`src/fault_rec_regs.svh`:
```
// register offsets, field positions, reset values and constants
`ifndef FAULT_REC_REGS_SVH
`define FAULT_REC_REGS_SVH

// ****************************************************************
// register offsets
// ****************************************************************
`define OFS_TRIG_32_39   8'h98
`define OFS_TRIG_40_47   8'h99
`define OFS_TRIG_48_55   8'h9A
`define OFS_TRIG_56_63   8'h9B
`define OFS_HALT_CTRL    8'h9C
`define OFS_SLOT_SEARCH  8'hD9

// ****************************************************************
// fields and reset values
// ****************************************************************
`define HALT_BIT         0
`define SEARCH_BIT       0
`define TRIG_32_39_MASK  8'h07
`define TRIG_RESET       8'h00
`define HALT_RESET       1'b0

// ****************************************************************
// state numbering and recorder region
// ****************************************************************
`define STATE_BASE_32    6'h20
`define STATE_BASE_40    6'h28
`define STATE_BASE_48    6'h30
`define STATE_BASE_56    6'h38
`define SEARCH_BASE      16'hF980

`endif

```
`src/fault_rec_pkg.sv`:
```
// types shared by the fault recorder files
package fault_rec_pkg;

   typedef enum logic [2:0] {
      ST_IDLE   = 3'b001,
      ST_SEARCH = 3'b010,
      ST_WRITE  = 3'b100
   } rec_state_t;

   typedef logic [15:0] nvm_addr_t;

endpackage : fault_rec_pkg

```
`src/slot_finder.sv`:
```
// scanner that walks the recorder region for the first blank slot
`timescale 1ns/1ps
`default_nettype none
`include "fault_rec_regs.svh"

module slot_finder #(
   parameter logic [15:0] RECORD_SIZE = 16'h0020,
   parameter logic [15:0] REGION_LAST = 16'hFFE0
) (
   input  wire logic                 sys_clk_in,
   input  wire logic                 srst_in,
   input  wire logic                 start_in,
   input  wire logic                 probe_done_in,
   input  wire logic                 probe_blank_in,
   output logic                      probe_req_out,
   output fault_rec_pkg::nvm_addr_t  probe_addr_out,
   output logic                      busy_out,
   output logic                      found_out,
   output logic                      full_out
);

   // ****************************************************************
   // probe walk
   // ****************************************************************
   always_ff @(posedge sys_clk_in) begin
      if (srst_in) begin
         busy_out       <= 1'b0;
         probe_req_out  <= 1'b0;
         probe_addr_out <= `SEARCH_BASE;
         found_out      <= 1'b0;
         full_out       <= 1'b0;
      end else begin
         probe_req_out <= 1'b0;
         found_out     <= 1'b0;
         full_out      <= 1'b0;
         if (start_in && !busy_out) begin
            busy_out       <= 1'b1;
            probe_addr_out <= `SEARCH_BASE;
            probe_req_out  <= 1'b1;
         end else if (busy_out && probe_done_in) begin
            if (probe_blank_in) begin
               busy_out  <= 1'b0;
               found_out <= 1'b1;
            end else if (probe_addr_out >= REGION_LAST) begin
               // no blank slot left: recorder stays idle until a new search finds a blank slot
               busy_out <= 1'b0;
               full_out <= 1'b1;
            end else begin
               probe_addr_out <= probe_addr_out + RECORD_SIZE;
               probe_req_out  <= 1'b1;
            end
         end
      end
   end

endmodule : slot_finder
`default_nettype wire

```
`src/fault_rec_ctrl.sv`:
```
// fault recorder trigger, halt and slot search control
`timescale 1ns/1ps
`default_nettype none
`include "fault_rec_regs.svh"

module fault_rec_ctrl #(
   parameter logic [15:0] RECORD_SIZE = 16'h0020,
   parameter logic [15:0] REGION_LAST = 16'hFFE0
) (
   input  wire logic                 sys_clk_in,
   input  wire logic                 srst_in,
   input  wire logic [7:0]           reg_addr_in,
   input  wire logic [7:0]           reg_wdata_in,
   input  wire logic                 reg_wr_in,
   input  wire logic                 reg_rd_in,
   output logic      [7:0]           reg_rdata_out,
   input  wire logic [5:0]           seq_state_in,
   input  wire logic                 rec_write_done_in,
   output logic                      rec_write_req_out,
   output fault_rec_pkg::nvm_addr_t  rec_addr_out,
   input  wire logic                 probe_done_in,
   input  wire logic                 probe_blank_in,
   output logic                      probe_req_out,
   output fault_rec_pkg::nvm_addr_t  probe_addr_out,
   output logic                      nvm_access_allow_out,
   output logic                      recorder_enabled_out
);

   // ****************************************************************
   // state and registers
   // ****************************************************************
   fault_rec_pkg::rec_state_t state_r;
   fault_rec_pkg::rec_state_t state_nxt;
   logic [7:0] trig_32_r;
   logic [7:0] trig_40_r;
   logic [7:0] trig_48_r;
   logic [7:0] trig_56_r;
   logic       halt_r;
   logic       boot_r;
   logic       search_req_r;
   logic       pending_r;
   logic       slot_ok_r;
   logic [5:0] prev_state_r;
   logic       any_trig;
   logic       active;
   logic       entered_hit;
   logic       start_search;
   logic       launch;
   logic       search_busy;
   logic       found;
   logic       full;
   logic       wr_halt;
   logic       wr_search;

   function automatic logic trig_hit(input logic [5:0] st,
                                     input logic [7:0] m32,
                                     input logic [7:0] m40,
                                     input logic [7:0] m48,
                                     input logic [7:0] m56);
      logic hit;
      hit = 1'b0;
      unique case (st[5:3])
         3'h4:    hit = (st[2:0] < 3'h3) && m32[st[2:0]];
         3'h5:    hit = m40[st[2:0]];
         3'h6:    hit = m48[st[2:0]];
         3'h7:    hit = m56[st[2:0]];
         default: hit = 1'b0;
      endcase
      return hit;
   endfunction : trig_hit

   assign any_trig  = |{trig_32_r, trig_40_r, trig_48_r, trig_56_r};
   assign active    = any_trig && !halt_r;
   assign wr_halt   = reg_wr_in && (reg_addr_in == `OFS_HALT_CTRL);
   assign wr_search = reg_wr_in && (reg_addr_in == `OFS_SLOT_SEARCH)
                      && reg_wdata_in[`SEARCH_BIT];
   // entry is a state change, so a held state fires only once
   assign entered_hit = (seq_state_in != prev_state_r)
                        && trig_hit(seq_state_in, trig_32_r, trig_40_r,
                                    trig_48_r, trig_56_r);
   assign start_search = (state_r == fault_rec_pkg::ST_IDLE)
                         && (boot_r || search_req_r);
   assign launch = (state_r == fault_rec_pkg::ST_IDLE) && !start_search
                   && pending_r && active && slot_ok_r;

   slot_finder #(
      .RECORD_SIZE (RECORD_SIZE),
      .REGION_LAST (REGION_LAST)
   ) u_finder (
      .sys_clk_in     (sys_clk_in),
      .srst_in        (srst_in),
      .start_in       (start_search),
      .probe_done_in  (probe_done_in),
      .probe_blank_in (probe_blank_in),
      .probe_req_out  (probe_req_out),
      .probe_addr_out (probe_addr_out),
      .busy_out       (search_busy),
      .found_out      (found),
      .full_out       (full)
   );

   // ****************************************************************
   // software registers
   // ****************************************************************
   always_ff @(posedge sys_clk_in) begin
      if (srst_in) begin
         trig_32_r <= `TRIG_RESET;
         trig_40_r <= `TRIG_RESET;
         trig_48_r <= `TRIG_RESET;
         trig_56_r <= `TRIG_RESET;
      end else if (reg_wr_in) begin
         unique case (reg_addr_in)
            `OFS_TRIG_32_39: trig_32_r <= reg_wdata_in & `TRIG_32_39_MASK;
            `OFS_TRIG_40_47: trig_40_r <= reg_wdata_in;
            `OFS_TRIG_48_55: trig_48_r <= reg_wdata_in;
            `OFS_TRIG_56_63: trig_56_r <= reg_wdata_in;
            default: ;
         endcase
      end
   end

   // a set is refused mid-record so software must read it back
   always_ff @(posedge sys_clk_in) begin
      if (srst_in) begin
         halt_r <= `HALT_RESET;
      end else if (wr_halt) begin
         if (!reg_wdata_in[`HALT_BIT]) begin
            halt_r <= 1'b0;
         end else if (state_r != fault_rec_pkg::ST_WRITE) begin
            halt_r <= 1'b1;
         end
      end
   end

   always_ff @(posedge sys_clk_in) begin
      if (srst_in) begin
         reg_rdata_out <= 8'h00;
      end else if (reg_rd_in) begin
         unique case (reg_addr_in)
            `OFS_TRIG_32_39:  reg_rdata_out <= trig_32_r;
            `OFS_TRIG_40_47:  reg_rdata_out <= trig_40_r;
            `OFS_TRIG_48_55:  reg_rdata_out <= trig_48_r;
            `OFS_TRIG_56_63:  reg_rdata_out <= trig_56_r;
            `OFS_HALT_CTRL:   reg_rdata_out <= {7'h00, halt_r};
            `OFS_SLOT_SEARCH: reg_rdata_out <= {7'h00, search_busy
                                                || search_req_r || boot_r};
            default:          reg_rdata_out <= 8'h00;
         endcase
      end
   end

   // ****************************************************************
   // trigger capture and search requests
   // ****************************************************************
   always_ff @(posedge sys_clk_in) begin
      if (srst_in) begin
         prev_state_r <= 6'h00;
         pending_r    <= 1'b0;
      end else begin
         prev_state_r <= seq_state_in;
         // a new entry beats the clear of the one being launched
         if (entered_hit && active) begin
            pending_r <= 1'b1;
         end else if (launch || halt_r) begin
            pending_r <= 1'b0;
         end
      end
   end

   always_ff @(posedge sys_clk_in) begin
      if (srst_in) begin
         boot_r       <= 1'b1;
         search_req_r <= 1'b0;
      end else begin
         if (start_search) begin
            boot_r <= 1'b0;
         end
         if (wr_search) begin
            search_req_r <= 1'b1;
         end else if (start_search) begin
            search_req_r <= 1'b0;
         end
      end
   end

   // ****************************************************************
   // sequencing of searches and record writes
   // ****************************************************************
   always_comb begin
      state_nxt = state_r;
      unique case (state_r)
         fault_rec_pkg::ST_IDLE: begin
            if (start_search) begin
               state_nxt = fault_rec_pkg::ST_SEARCH;
            end else if (launch) begin
               state_nxt = fault_rec_pkg::ST_WRITE;
            end
         end
         fault_rec_pkg::ST_SEARCH: begin
            if (found || full) begin
               state_nxt = fault_rec_pkg::ST_IDLE;
            end
         end
         fault_rec_pkg::ST_WRITE: begin
            if (rec_write_done_in) begin
               state_nxt = fault_rec_pkg::ST_IDLE;
            end
         end
      endcase
   end

   always_ff @(posedge sys_clk_in) begin
      if (srst_in) begin
         state_r <= fault_rec_pkg::ST_IDLE;
      end else begin
         state_r <= state_nxt;
      end
   end

   always_ff @(posedge sys_clk_in) begin
      if (srst_in) begin
         rec_write_req_out <= 1'b0;
         rec_addr_out      <= `SEARCH_BASE;
         slot_ok_r         <= 1'b0;
      end else begin
         rec_write_req_out <= launch;
         if (found) begin
            rec_addr_out <= probe_addr_out;
            slot_ok_r    <= 1'b1;
         end else if (full) begin
            slot_ok_r <= 1'b0;
         end else if (state_r == fault_rec_pkg::ST_WRITE
                      && rec_write_done_in) begin
            if (rec_addr_out >= REGION_LAST) begin
               slot_ok_r <= 1'b0;
            end else begin
               rec_addr_out <= rec_addr_out + RECORD_SIZE;
            end
         end
      end
   end

   always_ff @(posedge sys_clk_in) begin
      if (srst_in) begin
         nvm_access_allow_out <= 1'b1;
         recorder_enabled_out <= 1'b0;
      end else begin
         nvm_access_allow_out <= !active;
         recorder_enabled_out <= any_trig;
      end
   end
endmodule : fault_rec_ctrl
`default_nettype wire

```
`config.mk`:
```
export PLATFORM = sky130hd
export DESIGN_NAME = fault_rec_ctrl
export DESIGN_NICKNAME = d
export VERILOG_FILES = /design/src/fault_rec_pkg.sv /design/src/slot_finder.sv /design/src/fault_rec_ctrl.sv
export VERILOG_INCLUDE_DIRS = /design/src
export SDC_FILE = /design/constraint.sdc
export NUM_CORES = 1
export LEC_CHECK = 0
export ABC_AREA = 1
export BUFFER_PORTS_ARGS = -buffer_cell sky130_fd_sc_hd__buf_2
export CAP_MARGIN = 5
export CORE_MARGIN = 2
export CORE_UTILIZATION = 45
export CTS_CLUSTER_DIAMETER = 40
export CTS_CLUSTER_SIZE = 14
export DETAILED_ROUTE_END_ITERATION = 8
export GPL_ROUTABILITY_DRIVEN = 0
export PLACE_DENSITY = 0.75
export SYNTH_ARGS = -nofsm -noshare
export SYNTH_HDL_FRONTEND = slang
export SYNTH_SLANG_ARGS = --single-unit
export TNS_END_PERCENT = 30
```
`constraint.sdc`:
```
create_clock -name sys_clk_in -period 3.9 [get_ports sys_clk_in]
set_input_delay 0.585 -clock sys_clk_in [delete_from_list [all_inputs] [get_ports sys_clk_in]]
set_output_delay 0.585 -clock sys_clk_in [all_outputs]
set_load 0.005 [all_outputs]
```
# --- After elaboration in Yosys (flattened, before gate mapping) ---
# Cells that the tools add are included.
# Widths: inputs -> output; s select.
totals:
  reg_bits: 88
  inputBits: 29
  output_inout_bits: 44
  elab_cells: 135
op_classes:
  add_sub_neg: 2
  n_lt_le_gt_ge: 4
  n_eq_ne: 21
  n_mux: 39
  n_bitwise: 3
  n_reduce_logical: 45
op_table:
  columns: ["op", "count"]
  rows:
  - ["$mux 16", 4]
  - ["$eq 8x8->1 const B", 6]
  - ["$pmux 8 s6", 1]
  - ["$add 16x6->16 const B", 2]
  - ["$ge 16x16->1 const B", 2]
  - ["$reduce_or 27->1", 1]
  - ["$mux 1", 24]
  - ["$eq 3x3->1 const B", 5]
  - ["$logic_and 1x1->1", 15]
  - ["$reduce_and 2->1", 7]
  - ["$bmux 1 s3", 4]
  - ["$mux 3", 4]
  - ["$pmux 3 s3", 1]
  - ["$reduce_and 3->1", 3]
  - ["$reduce_bool 3->1", 3]
  - ["$reduce_bool 2->1", 4]
  - ["$ne 2x1->1 const B", 3]
  - ["$ne 3x3->1 const B", 2]
  - ["$ne 6x6->1", 1]
  - ["$logic_or 1x1->1", 5]
  - ["$logic_not 1->1", 4]
  - ["$lt 3x4->1 const B", 1]
  - ["$ne 2x2->1 const B", 2]
  - ["$pmux 1 s4", 1]
  - ["7 further kinds", 9]

# --- Depth between registers and ports, before layout ---
# Gate-level depths: netlist of the first run.
depth:
  word_depth: 10
  mapped_depth: 11
  depth_no_buf: 10

# --- Modules after synthesis ---
# From an unflattened synthesis of the first run, not the netlist that was laid out.
hier_totals:
  hier_cells: 626
  area_unflattened_um2: 4299.1
modules_own_cells:
  columns: ["module", "n_inst", "cells_per_inst", "area_per_inst_um2", "seq_area_each_um2"]
  rows:
  - ["fault_rec_ctrl", 1, 508, 3439.5, 1361.3]
  - ["slot_finder", 1, 118, 859.6, 300.3]

# --- Worst setup path before layout of the first run ---
# OpenSTA, ideal clock, no wires.
synth_path:
  kind: "in2reg"
  from: "input port reg_addr_in[5]"
  to: "register trig_48_r[0]"
  t_arrival_ps: 1477
  required_ps: 3763
  slack_ps: 2287
  cell_stages: 9
  path_cell_list: "inv_1 -> nand3_1 -> nor2_4 -> nand2_2 -> nor2_4 -> inv_2 -> buf_6 -> nor2_1 -> a211oi_2"
synth_between:
  elab_chain_cells: 2
synth_lines:
  columns: ["item", "line_no", "rtl"]
  rows:
  - ["start: declaration", "fault_rec_ctrl.sv:12", "input wire logic [7:0] reg_addr_in,"]
  - ["$eq 8x8->1", "fault_rec_ctrl.sv:112", "unique case (reg_addr_in)"]
  - ["$reduce_and 2->1 (no source line)", null, null]
  - ["end signal: assignment", "fault_rec_ctrl.sv:109", "trig_48_r <= `TRIG_RESET;"]
  - ["end signal: assignment", "fault_rec_ctrl.sv:115", "`OFS_TRIG_48_55: trig_48_r <= reg_wdata_in;"]
  - ["end: declaration", "fault_rec_ctrl.sv:36", "logic [7:0] trig_48_r;"]
# Every way passes these cells.
# A chain may end at the register's enable or synchronous reset.

# --- Worst setup path after layout of the first run ---
layout_path:
  from: "input port srst_in"
  to: "register u_finder.probe_addr_out[5]"
layout_between:
  elab_chain_cells: 1
layout_lines:
  columns: ["item", "line_no", "rtl"]
  rows:
  - ["start: declaration", "fault_rec_ctrl.sv:11", "input wire logic srst_in,"]
  - ["$reduce_or 2->1 (no source line)", null, null]
  - ["end signal: assignment", "slot_finder.sv:29", "probe_addr_out <= `SEARCH_BASE;"]
  - ["end signal: assignment", "slot_finder.sv:38", "probe_addr_out <= `SEARCH_BASE;"]
  - ["end signal: assignment", "slot_finder.sv:49", "probe_addr_out <= probe_addr_out + RECORD_SIZE;"]
  - ["end: declaration", "slot_finder.sv:16", "output fault_rec_pkg::nvm_addr_t probe_addr_out,"]
# Every way passes these cells.

==> results of run 1 <==
==> area by class of cell <==
class,instances,share of cell area
Sequential cell,78,0.3388
Tap cell,108,0.02932
Multi-Input combinational cell,415,0.4653
Clock buffer,10,0.02986
Clock inverter,6,0.01330
Inverter,69,0.05619
Timing Repair Buffer,62,0.06732
==> worst max-delay path, stage by stage <==
cell and delay [ns]:
sky130_fd_sc_hd__buf_2 0.52, sky130_fd_sc_hd__inv_1 0.60, sky130_fd_sc_hd__nand2_1 0.30, sky130_fd_sc_hd__inv_2 0.13
sky130_fd_sc_hd__o21ai_1 0.10, sky130_fd_sc_hd__a21oi_1 0.05
==> sequential cells by signal, summed over array words and instances, names as in the netlist, 3 cells and up <==
name / cells
prev_state_r: 6
state_r: 3
trig_40_r: 8
reg_rdata_out: 8
trig_56_r: 8
trig_48_r: 8
trig_32_r: 3
u_finder.probe_addr_out: 11
rec_addr_out: 11
==> worst min path at each step <==
stage,to,slack (ns),cells after the start
after floorplan,boot_r$_SDFFE_PP1P_,0.44,2
after global placement,boot_r$_SDFFE_PP1P_,0.45,2
after detailed placement,boot_r$_SDFFE_PP1P_,0.46,2
after CTS,u_finder.full_out$_SDFF_PP0_,0.41,2
after global routing,u_finder.full_out$_SDFF_PP0_,0.40,2
final,u_finder.full_out$_SDFF_PP0_,0.41,2
==> report_power, final <==
| group | total, W | switching (W) | internal (W) |
|---|---|---|---|
| Clock | 0.000613 | 0.000302 | 0.000311 |
| Combinational | 0.000330 | 0.000214 | 0.000116 |
| Sequential | 0.000895 | 0.0000484 | 0.000847 |
==> synthesized netlist by cell type (all sizes together) <==
cell type / n
conb: 1
a31oi: 2
ha: 2
a21oi: 49
a211oi: 6
nand4: 11
xnor2: 5
buf: 21
o211ai: 10
nor4: 1
o21ai: 51
nor2: 73
o221ai: 1
dfxtp: 78
clkbuf: 9
a21boi: 1
nand3b: 2
nand2: 116
or2: 1
a22oi: 2
xor2: 8
nor3: 15
nand3: 42
and3: 1
o2111ai: 4
inv: 69
o22ai: 2
==> per-stage QoR <==
step,area (um2),total power [W],std cells,util
2_1_floorplan,4165,0.001152,592,-
3_5_place_dp,4410,0.001237,732,0.5009
3_3_place_gp,4410,0.001227,732,0.5009
6_report,4609,0.001838,748,0.5234
4_1_cts,4609,0.001845,748,0.5234
5_1_grt,4609,0.001942,748,0.5234
==> kinds of logic (layout without fill, tap and decap cells) <==
logic type / Yosys count / after routing
other cells: 1 / 10
buf+inv: 99 / 147
compound gates: 128 / 128
xor+xnor: 13 / 13
simple gates: 262 / 262
fa+ha+maj: 2 / 2
flops: 78 / 78
==> per-layer routing <==
metal  track usage  part of all wire
met5             0                 0
met4       0.07376             0.019
met3       0.03482             0.056
met2        0.3503              0.46
met1        0.2983              0.46
==> results.txt, run 1 <==
Largest family of logic cells by synthesized area: simple AND/OR/NAND/NOR gates. The repair_antennas step left the layout with diodes totalling 0. The fraction of the mapped netlist area in compound gates works out to 0.1802.

The adder-cell area share of the yosys netlist came out at 0.006057. TritonCTS built the clock tree. The first global-routing pass estimated 17690 um of wire. CTS placed an instance of sky130_fd_sc_hd__clkbuf_8 at the clock tree root. The total track usage was 0.2174; the share of Yosys cell area claimed by the top area cell type was 0.3780.

The simple-gate area share of the yosys netlist is 0.2962, and the flop-to-flop setup slack is 2.01 ns. The sequential share of the synthesized area was 0.3780. Global routing finished with a remaining overflow of 0. The worst path in the final design needs a cycle of 2.080 ns, including I/O delays and setup. Startpoint of the most critical register-to-register path: u_finder.probe_addr_out[5]$_SDFFE_PP0P_. The final-stage net count is 666.

Summed negative setup slack over all endpoints: 0 ns. The clock passes through at most 2 buffers. The tools report the number of global-route vias before repair as 3768. Synthesis inferred 78 register bits.

By area the synthesized netlist is led by sky130_fd_sc_hd__dfxtp_1 (38%), sky130_fd_sc_hd__nand2_1 (10%), sky130_fd_sc_hd__nor2_1 (6.2%), sky130_fd_sc_hd__a21oi_1 (5.7%), sky130_fd_sc_hd__inv_1 (5.6%). After clock tree synthesis, the setup repair step added 0 buffers. Setup violations remaining at the end of the flow were counted as 0.

The run gives 0 as the number of hold-repair buffers added at the cts stage. The clock input transition at the sequential cells of the worst setup and hold paths was 0.08 ns. The ratio of final minimum period to clock period was 0.5334. The largest driver fanout on the critical path is 36.

The first detailed-routing pass ran for 6 iterations. Data arrives at the worst endpoint at 2.32 ns. Setup repair after global routing left no endpoint under its margin. For this design the top-level I/O count stands at 73.

In this run, post-CTS repair resized a total of 0 instances. The first routing iteration left 429 violations. The worst path meets setup with 1.820 ns of slack. The synthesized netlist contains 44 unique library cells. The number of antenna violations at the first check in global routing is 0, and the normalized max-slew margin is 0.4377.

The total wirelength of the detailed-routed design was 10550 um; the post-detailed-placement half-perimeter wirelength was 7746 um. The tools report the final count of hold timing violations as 0. Tracing the worst setup path back leads to its startpoint at srst_in. The post-placement worst setup slack was 1.448 ns. After detailed routing, the average wire length per cell comes to 14.10 um. During synthesis, Yosys emitted a total of 0 warnings. Total area of multi-input combinational cells: 2145 um2. The maximum clock skew at final layout is 0.01085 ns.

The worst setup path is launched from an input pin. The worst setup path is of the input pin to register kind. For the depth of the CTS H-tree, the log shows 3. From bottom edge to top edge, the die measures 99.82 um. In this run the most critical hold path is launched from probe_blank_in.

The average instance in the mapped netlist occupies 7.087 um2. Largest net degree at the start of global routing: 37. In this run the worst setup path terminates at u_finder.probe_addr_out[5]$_SDFFE_PP0P_. From left edge to right edge, the die measures 99.82 um.

The library cell used most frequently in the layout, excluding fill and tap cells, is sky130_fd_sc_hd__nand2_1. The clock network latency to the later pin of the worst-skew pair was 0.35 ns. The leakage power total is 1.973 nW, and the fraction of layout cells with a size suffix above 1 is 0.1766. The run gives 839 as the number of inserted filler cells in the final layout. Endpoint of the worst-slack reg-to-reg timing path: u_finder.probe_addr_out[10]$_SDFFE_PP0P_. In this run, CTS created clock tree buffers numbering 9. The data required time at the worst endpoint is 4.14 ns.

The fraction of synthesized area in multiplexers is 0. The worst hold path belongs to the class input pin to register. The clock net in this run drives a total of 78 sinks. The transition time of the tightest slew-check pin was 0.8425 ns. The remaining design rule violation count was 0; the number of nets with antenna violations after detailed routing was 0. For the worst flop-to-flop path, the logic depth is 8. Nature of the critical path endpoint: a register. For the combined flip-flop and latch cell area, the log shows 1562 um2. Largest area contributor in the netlist: sky130_fd_sc_hd__dfxtp_1. In the layout the commonest cells are sky130_fd_sc_hd__nand2_1 (112), sky130_fd_sc_hd__dfxtp_1 (78), sky130_fd_sc_hd__nor2_1 (68). Buffers placed on the I/O ports in this run total 62. The logs give 0 for the number of slew-limit violations in the final report and 583 for the synthesized instance count.

For this design the ratio of total power to cell area is 398.8 nW/um2. The run finished with clean final reports. The share of the synthesized netlist area taken by xor and xnor gates works out to 0.02756.

In the routed layout, each cell is associated on average with a via count of 5.384. In this run the standard cell core region covers 8806 um2. Summing over every cut layer, the via total after detailed routing is 4027. In this run the core area contains 34 standard-cell rows. The tightest hold path in the finished design has a slack of 0.4120 ns.

For the combined area of all synthesized cells, the log shows 4131 um2. The tool flagged a number of max-cap violations equal to 0. Relative to the synthesized area, the layout overhead comes to 11.57%. For the effective utilization at floorplan, the log shows 0.4692. The run gives 9963 um2 as the area of the die.

IR analysis of the VDD net gives a maximum drop of 0.0002682 V. Based on the critical path, the design can be clocked at up to 480.7 MHz.
Note: power is estimated with default switching activity, not from simulation.
==> run 2, diff against run 1 <==
--- a/config.mk
+++ b/config.mk
@@ -6,7 +6,7 @@
 export SDC_FILE = /design/constraint.sdc
 export NUM_CORES = 1
 export LEC_CHECK = 0
-export ABC_AREA = 1
+export ABC_AREA = 0
 export BUFFER_PORTS_ARGS = -buffer_cell sky130_fd_sc_hd__buf_2
 export CAP_MARGIN = 5
 export CORE_MARGIN = 2
@@ -15,7 +15,7 @@
 export CTS_CLUSTER_SIZE = 14
 export DETAILED_ROUTE_END_ITERATION = 8
 export GPL_ROUTABILITY_DRIVEN = 0
-export PLACE_DENSITY = 0.75
+export PLACE_DENSITY = 0.76
 export SYNTH_ARGS = -nofsm -noshare
 export SYNTH_HDL_FRONTEND = slang
 export SYNTH_SLANG_ARGS = --single-unit
==> constraint.sdc (replaced) <==
create_clock -name sys_clk_in -period 2 [get_ports sys_clk_in]
set_input_delay 0.3 -clock sys_clk_in [delete_from_list [all_inputs] [get_ports sys_clk_in]]
set_output_delay 0.3 -clock sys_clk_in [all_outputs]
set_load 0.005 [all_outputs]
==> results.txt, run 2 <==
The run finished with clean final reports. The class of the most critical setup path was register to register. Buffers added to address setup during post-CTS repair amount to 0. The logs give 2.22 ns for the data required time at the worst endpoint and 0 for the number of max-capacitance violations reported. The logs give 0 for the number of hold-repair buffers added at the cts stage and 7272 um for the post-detailed-placement half-perimeter wirelength. Measured along the y axis, the die boundary spans 98.84 um.

The number of port buffers was 62; the combined area of all synthesized cells was 4048 um2. The floorplan has 34 rows. Setup violations remaining at the end of the flow were counted as 0. Counting instances in the post-synthesis netlist gives the leading cell types as sky130_fd_sc_hd__dfxtp_1 (78), sky130_fd_sc_hd__nand2_1 (61), sky130_fd_sc_hd__a21oi_1 (38). For this design the total switching power over the nets is 0.0007966 W. For this block, the initial DRC count from the detailed router was 210. The tools report the startpoint of the most critical register-to-register path as u_finder.probe_addr_out[6]$_SDFFE_PP0P_. The final critical-path setup slack was 0.2490 ns. The worst setup path is captured at a register.

The number of cells on the worst reg-to-reg path is 7, and the fraction of power consumed by the clock network is 0.389. The synthesized instance count was 461; the effective utilization at floorplan was 0.4641. Compared with the post-synthesis result, the final layout area differs by 12.95%. The largest net degree at the start of global routing was 31.

Derived from the worst setup path, the maximum achievable clock frequency is 571.1 MHz. Of all nets on the critical path, the largest fanout is 12. Synthesis inferred 78 register bits. The tools report the total vias in the final route as 3548. The first-pass GRT wire length was 15810 um; the fraction of layout cells with a size suffix above 1 was 0.2309.

The combined flip-flop and latch cell area was 1562 um2; the mean routed wirelength per cell was 15.22 um. The total track usage is 0.1989. The sink of the worst hold path is trig_48_r[3]$_SDFFE_PP0P_. In this run the static leakage power is 1.750 nW. For this design the ratio of total power to cell area is 680.4 nW/um2. The sequential share of the synthesized area came out at 0.3858.

The run gives 9769 um2 as the area of the die. The most common cell in the synthesized netlist is sky130_fd_sc_hd__dfxtp_1. In the routed layout, each cell is associated on average with a via count of 5.614.

For the depth of the CTS H-tree, the log shows 3. The total area inside the core boundary comes to 8721 um2. The logs give 9619 um for the total wirelength of the detailed-routed design and 0 for the antenna cell count.

In the layout the commonest cells are sky130_fd_sc_hd__dfxtp_1 (78), sky130_fd_sc_hd__buf_2 (62), sky130_fd_sc_hd__nand2_1 (61). The tools report the number of antenna violations at the first check in global routing as 0. The worst min-delay path category is input pin to register.

For the normalized max-slew margin, the log shows 0.6095. Leaving out fill and tap cells, the most frequent cell in the layout is sky130_fd_sc_hd__dfxtp_1. The count of nets left with antenna violations once routing finished came out at 0.

The post-synthesis async set-or-reset flop share is 0, and the number of buffers created by CTS is 9. The logs give 0 for the number of slew-limit violations in the final report and 0.520 for the proportion of power drawn by flip-flops and latches. The pre-antenna-repair detailed-routing pass consisted of 4 iterations. The run gives 78 as the number of clock sinks seen by CTS.

The synthesized netlist contains 66 unique library cells. The horizontal extent of the die came out at 98.84 um. In the final layout, the registers with the most flip-flops are rec_addr_out: 11 flops, u_finder.probe_addr_out: 11 flops.

The tools report the type of origin of the critical path as a register. The synthesized area per cell was 8.780 um2; the number of inserted filler cells in the final layout was 805. The endpoint of the worst-slack reg-to-reg timing path was u_finder.probe_addr_out[12]$_SDFFE_PP1P_. For flop-to-flop paths, the worst setup slack is 0.25 ns.

The cell depth of the worst hold path was 3. In the final layout, the multi-input gates occupy 2211 um2. The clock passes through at most 2 buffers. The clock input transition at the sequential cells of the worst setup and hold paths was 0.09 ns; the total overflow reported by the global router was 0. TritonCTS built the clock tree. In this run the most critical hold path is launched from reg_wdata_in[3]. The Yosys step of the flow raised 0 warnings. At the pin with the least slew margin, the transition time is 0.5709 ns. The net count of the finished layout is 550. The largest area contributor in the netlist was sky130_fd_sc_hd__dfxtp_1. For the final database, setup skew stands at 0.01002 ns. Clock tree synthesis selected as its root buffer the cell sky130_fd_sc_hd__clkbuf_8.

The fraction of power spent switching nets works out to 0.2561. The most used flip-flop cell after synthesis was sky130_fd_sc_hd__dfxtp_1. The ratio of final minimum period to clock period is 0.8755, and the number of global-route vias before repair is 3266. The data arrival time at the worst-slack endpoint was 1.97 ns. At the placement stage, the worst setup path has a slack of 0.1441 ns.

For the final routed database, the setup TNS stands at 0 ns. The power share of the combinational group was 0.090; the number of synthesized flops with an enable pin was 0. The worst path needs 1.751 ns of the cycle, external delays included.

For the remaining design rule violation count, the log shows 0. The internal cell power was 0.002314 W; the post-cts sizing count was 0. Yosys attributes the largest share of cell area to sky130_fd_sc_hd__dfxtp_1 (39%), sky130_fd_sc_hd__nand2_1 (5.7%), sky130_fd_sc_hd__a21oi_1 (4.7%), sky130_fd_sc_hd__mux4_2 (3.3%), sky130_fd_sc_hd__nand3_1 (3.1%).

The worst-case IR drop observed on VDD is 0.0004560 V. The tools report the final count of hold timing violations as 0. Setup repair after global routing left no endpoint under its margin. The share of Yosys cell area claimed by the top area cell type is 0.3858, and the clock network latency to the later pin of the worst-skew pair is 0.36 ns. During I/O placement, the number of pins put on the boundary was 73.
run 2: logic make-up (layout without fill, tap and decap cells):
kind of cell | count (synthesis) | count (layout) | synth area share
AOI/OAI and AO/OA | 90 | 90 | 0.1527
xor gates and xnor gates | 18 | 18 | 0.03895
adders and majority gates | 2 | 2 | 0.006181
buffers and inverters | 51 | 105 | 0.07635
DFF | 78 | 78 | 0.3858
muxes | 16 | 16 | 0.05873
other | 1 | 10 | 0.0009265
and+or+nand+nor | 205 | 205 | 0.2804
run 2: worst max path at each step:
stage                                            start                                  endpoint  slack [ns]  cells past startpoint
2_1_floorplan  u_finder.probe_addr_out[5]$_SDFFE_PP0P_   u_finder.probe_addr_out[8]$_SDFFE_PP1P_        0.31                      7
3_3_place_gp                            reg_addr_in[1]                 trig_40_r[3]$_SDFFE_PP0P_        0.20                      6
3_5_place_dp                            reg_addr_in[1]                 trig_40_r[4]$_SDFFE_PP0P_        0.14                      6
4_1_cts        u_finder.probe_addr_out[6]$_SDFFE_PP0P_  u_finder.probe_addr_out[12]$_SDFFE_PP1P_        0.24                      7
5_1_grt                        state_r[2]$_SDFFE_PP0P_                    pending_r$_SDFFE_PP0P_        0.09                      5
6_report       u_finder.probe_addr_out[6]$_SDFFE_PP0P_  u_finder.probe_addr_out[12]$_SDFFE_PP1P_        0.25                      7
run 2: area by class of cell:
type	instances	share of cell area
repair buffers	74	0.08758
clock buffers	10	0.03010
well taps	108	0.02956
clock inverters	6	0.01533
flip-flops and latches	78	0.3415
multi-input cells	341	0.4836
inverters	15	0.01232
run 2: stage by stage:
| step | hold slack, ns | std cells | power (W) | utilization | instance area, um2 |
|---|---|---|---|---|---|
| finish | 0.2073 | 632 | 0.003111 | 0.5242 | 4572 |
| global route | 0.2141 | 632 | 0.003239 | 0.5242 | 4572 |
| CTS | 0.2013 | 632 | 0.003130 | 0.5242 | 4572 |
| detailed placement | 0.4785 | 616 | 0.001934 | 0.5004 | 4364 |
| global placement | 0.4677 | 616 | 0.001924 | 0.5004 | 4364 |
| floorplan | 0.3791 | 470 | 0.001860 | - | 4081 |
run 2: worst max-delay path, cell delays in order, from the launching register on:
cell and delay, ns:
sky130_fd_sc_hd__dfxtp_1 0.36, sky130_fd_sc_hd__ha_1 0.28, sky130_fd_sc_hd__a21o_1 0.20, sky130_fd_sc_hd__a41oi_1 0.20, sky130_fd_sc_hd__buf_4 0.21, sky130_fd_sc_hd__nand4_1 0.13
sky130_fd_sc_hd__xor2_1 0.16, sky130_fd_sc_hd__nand2_1 0.07
run 2: power groups by stage:
stage	Combinational, W	Clock, W	Sequential (W)
global placement	0.000272	0	0.00165
finish	0.000281	0.00121	0.00162
floorplan	0.000212	0	0.00165
CTS	0.000282	0.00123	0.00162
global route	0.000313	0.00130	0.00162
detailed placement	0.000279	0	0.00165
run 2: metal layers:
layer	up-vias	track usage	wire (um)
met5	-	0	0
met4	0	0.06112	149
met3	15	0.03546	524
met2	118	0.3529	4950
met1	1665	0.2447	3995
li1	1750	-	-
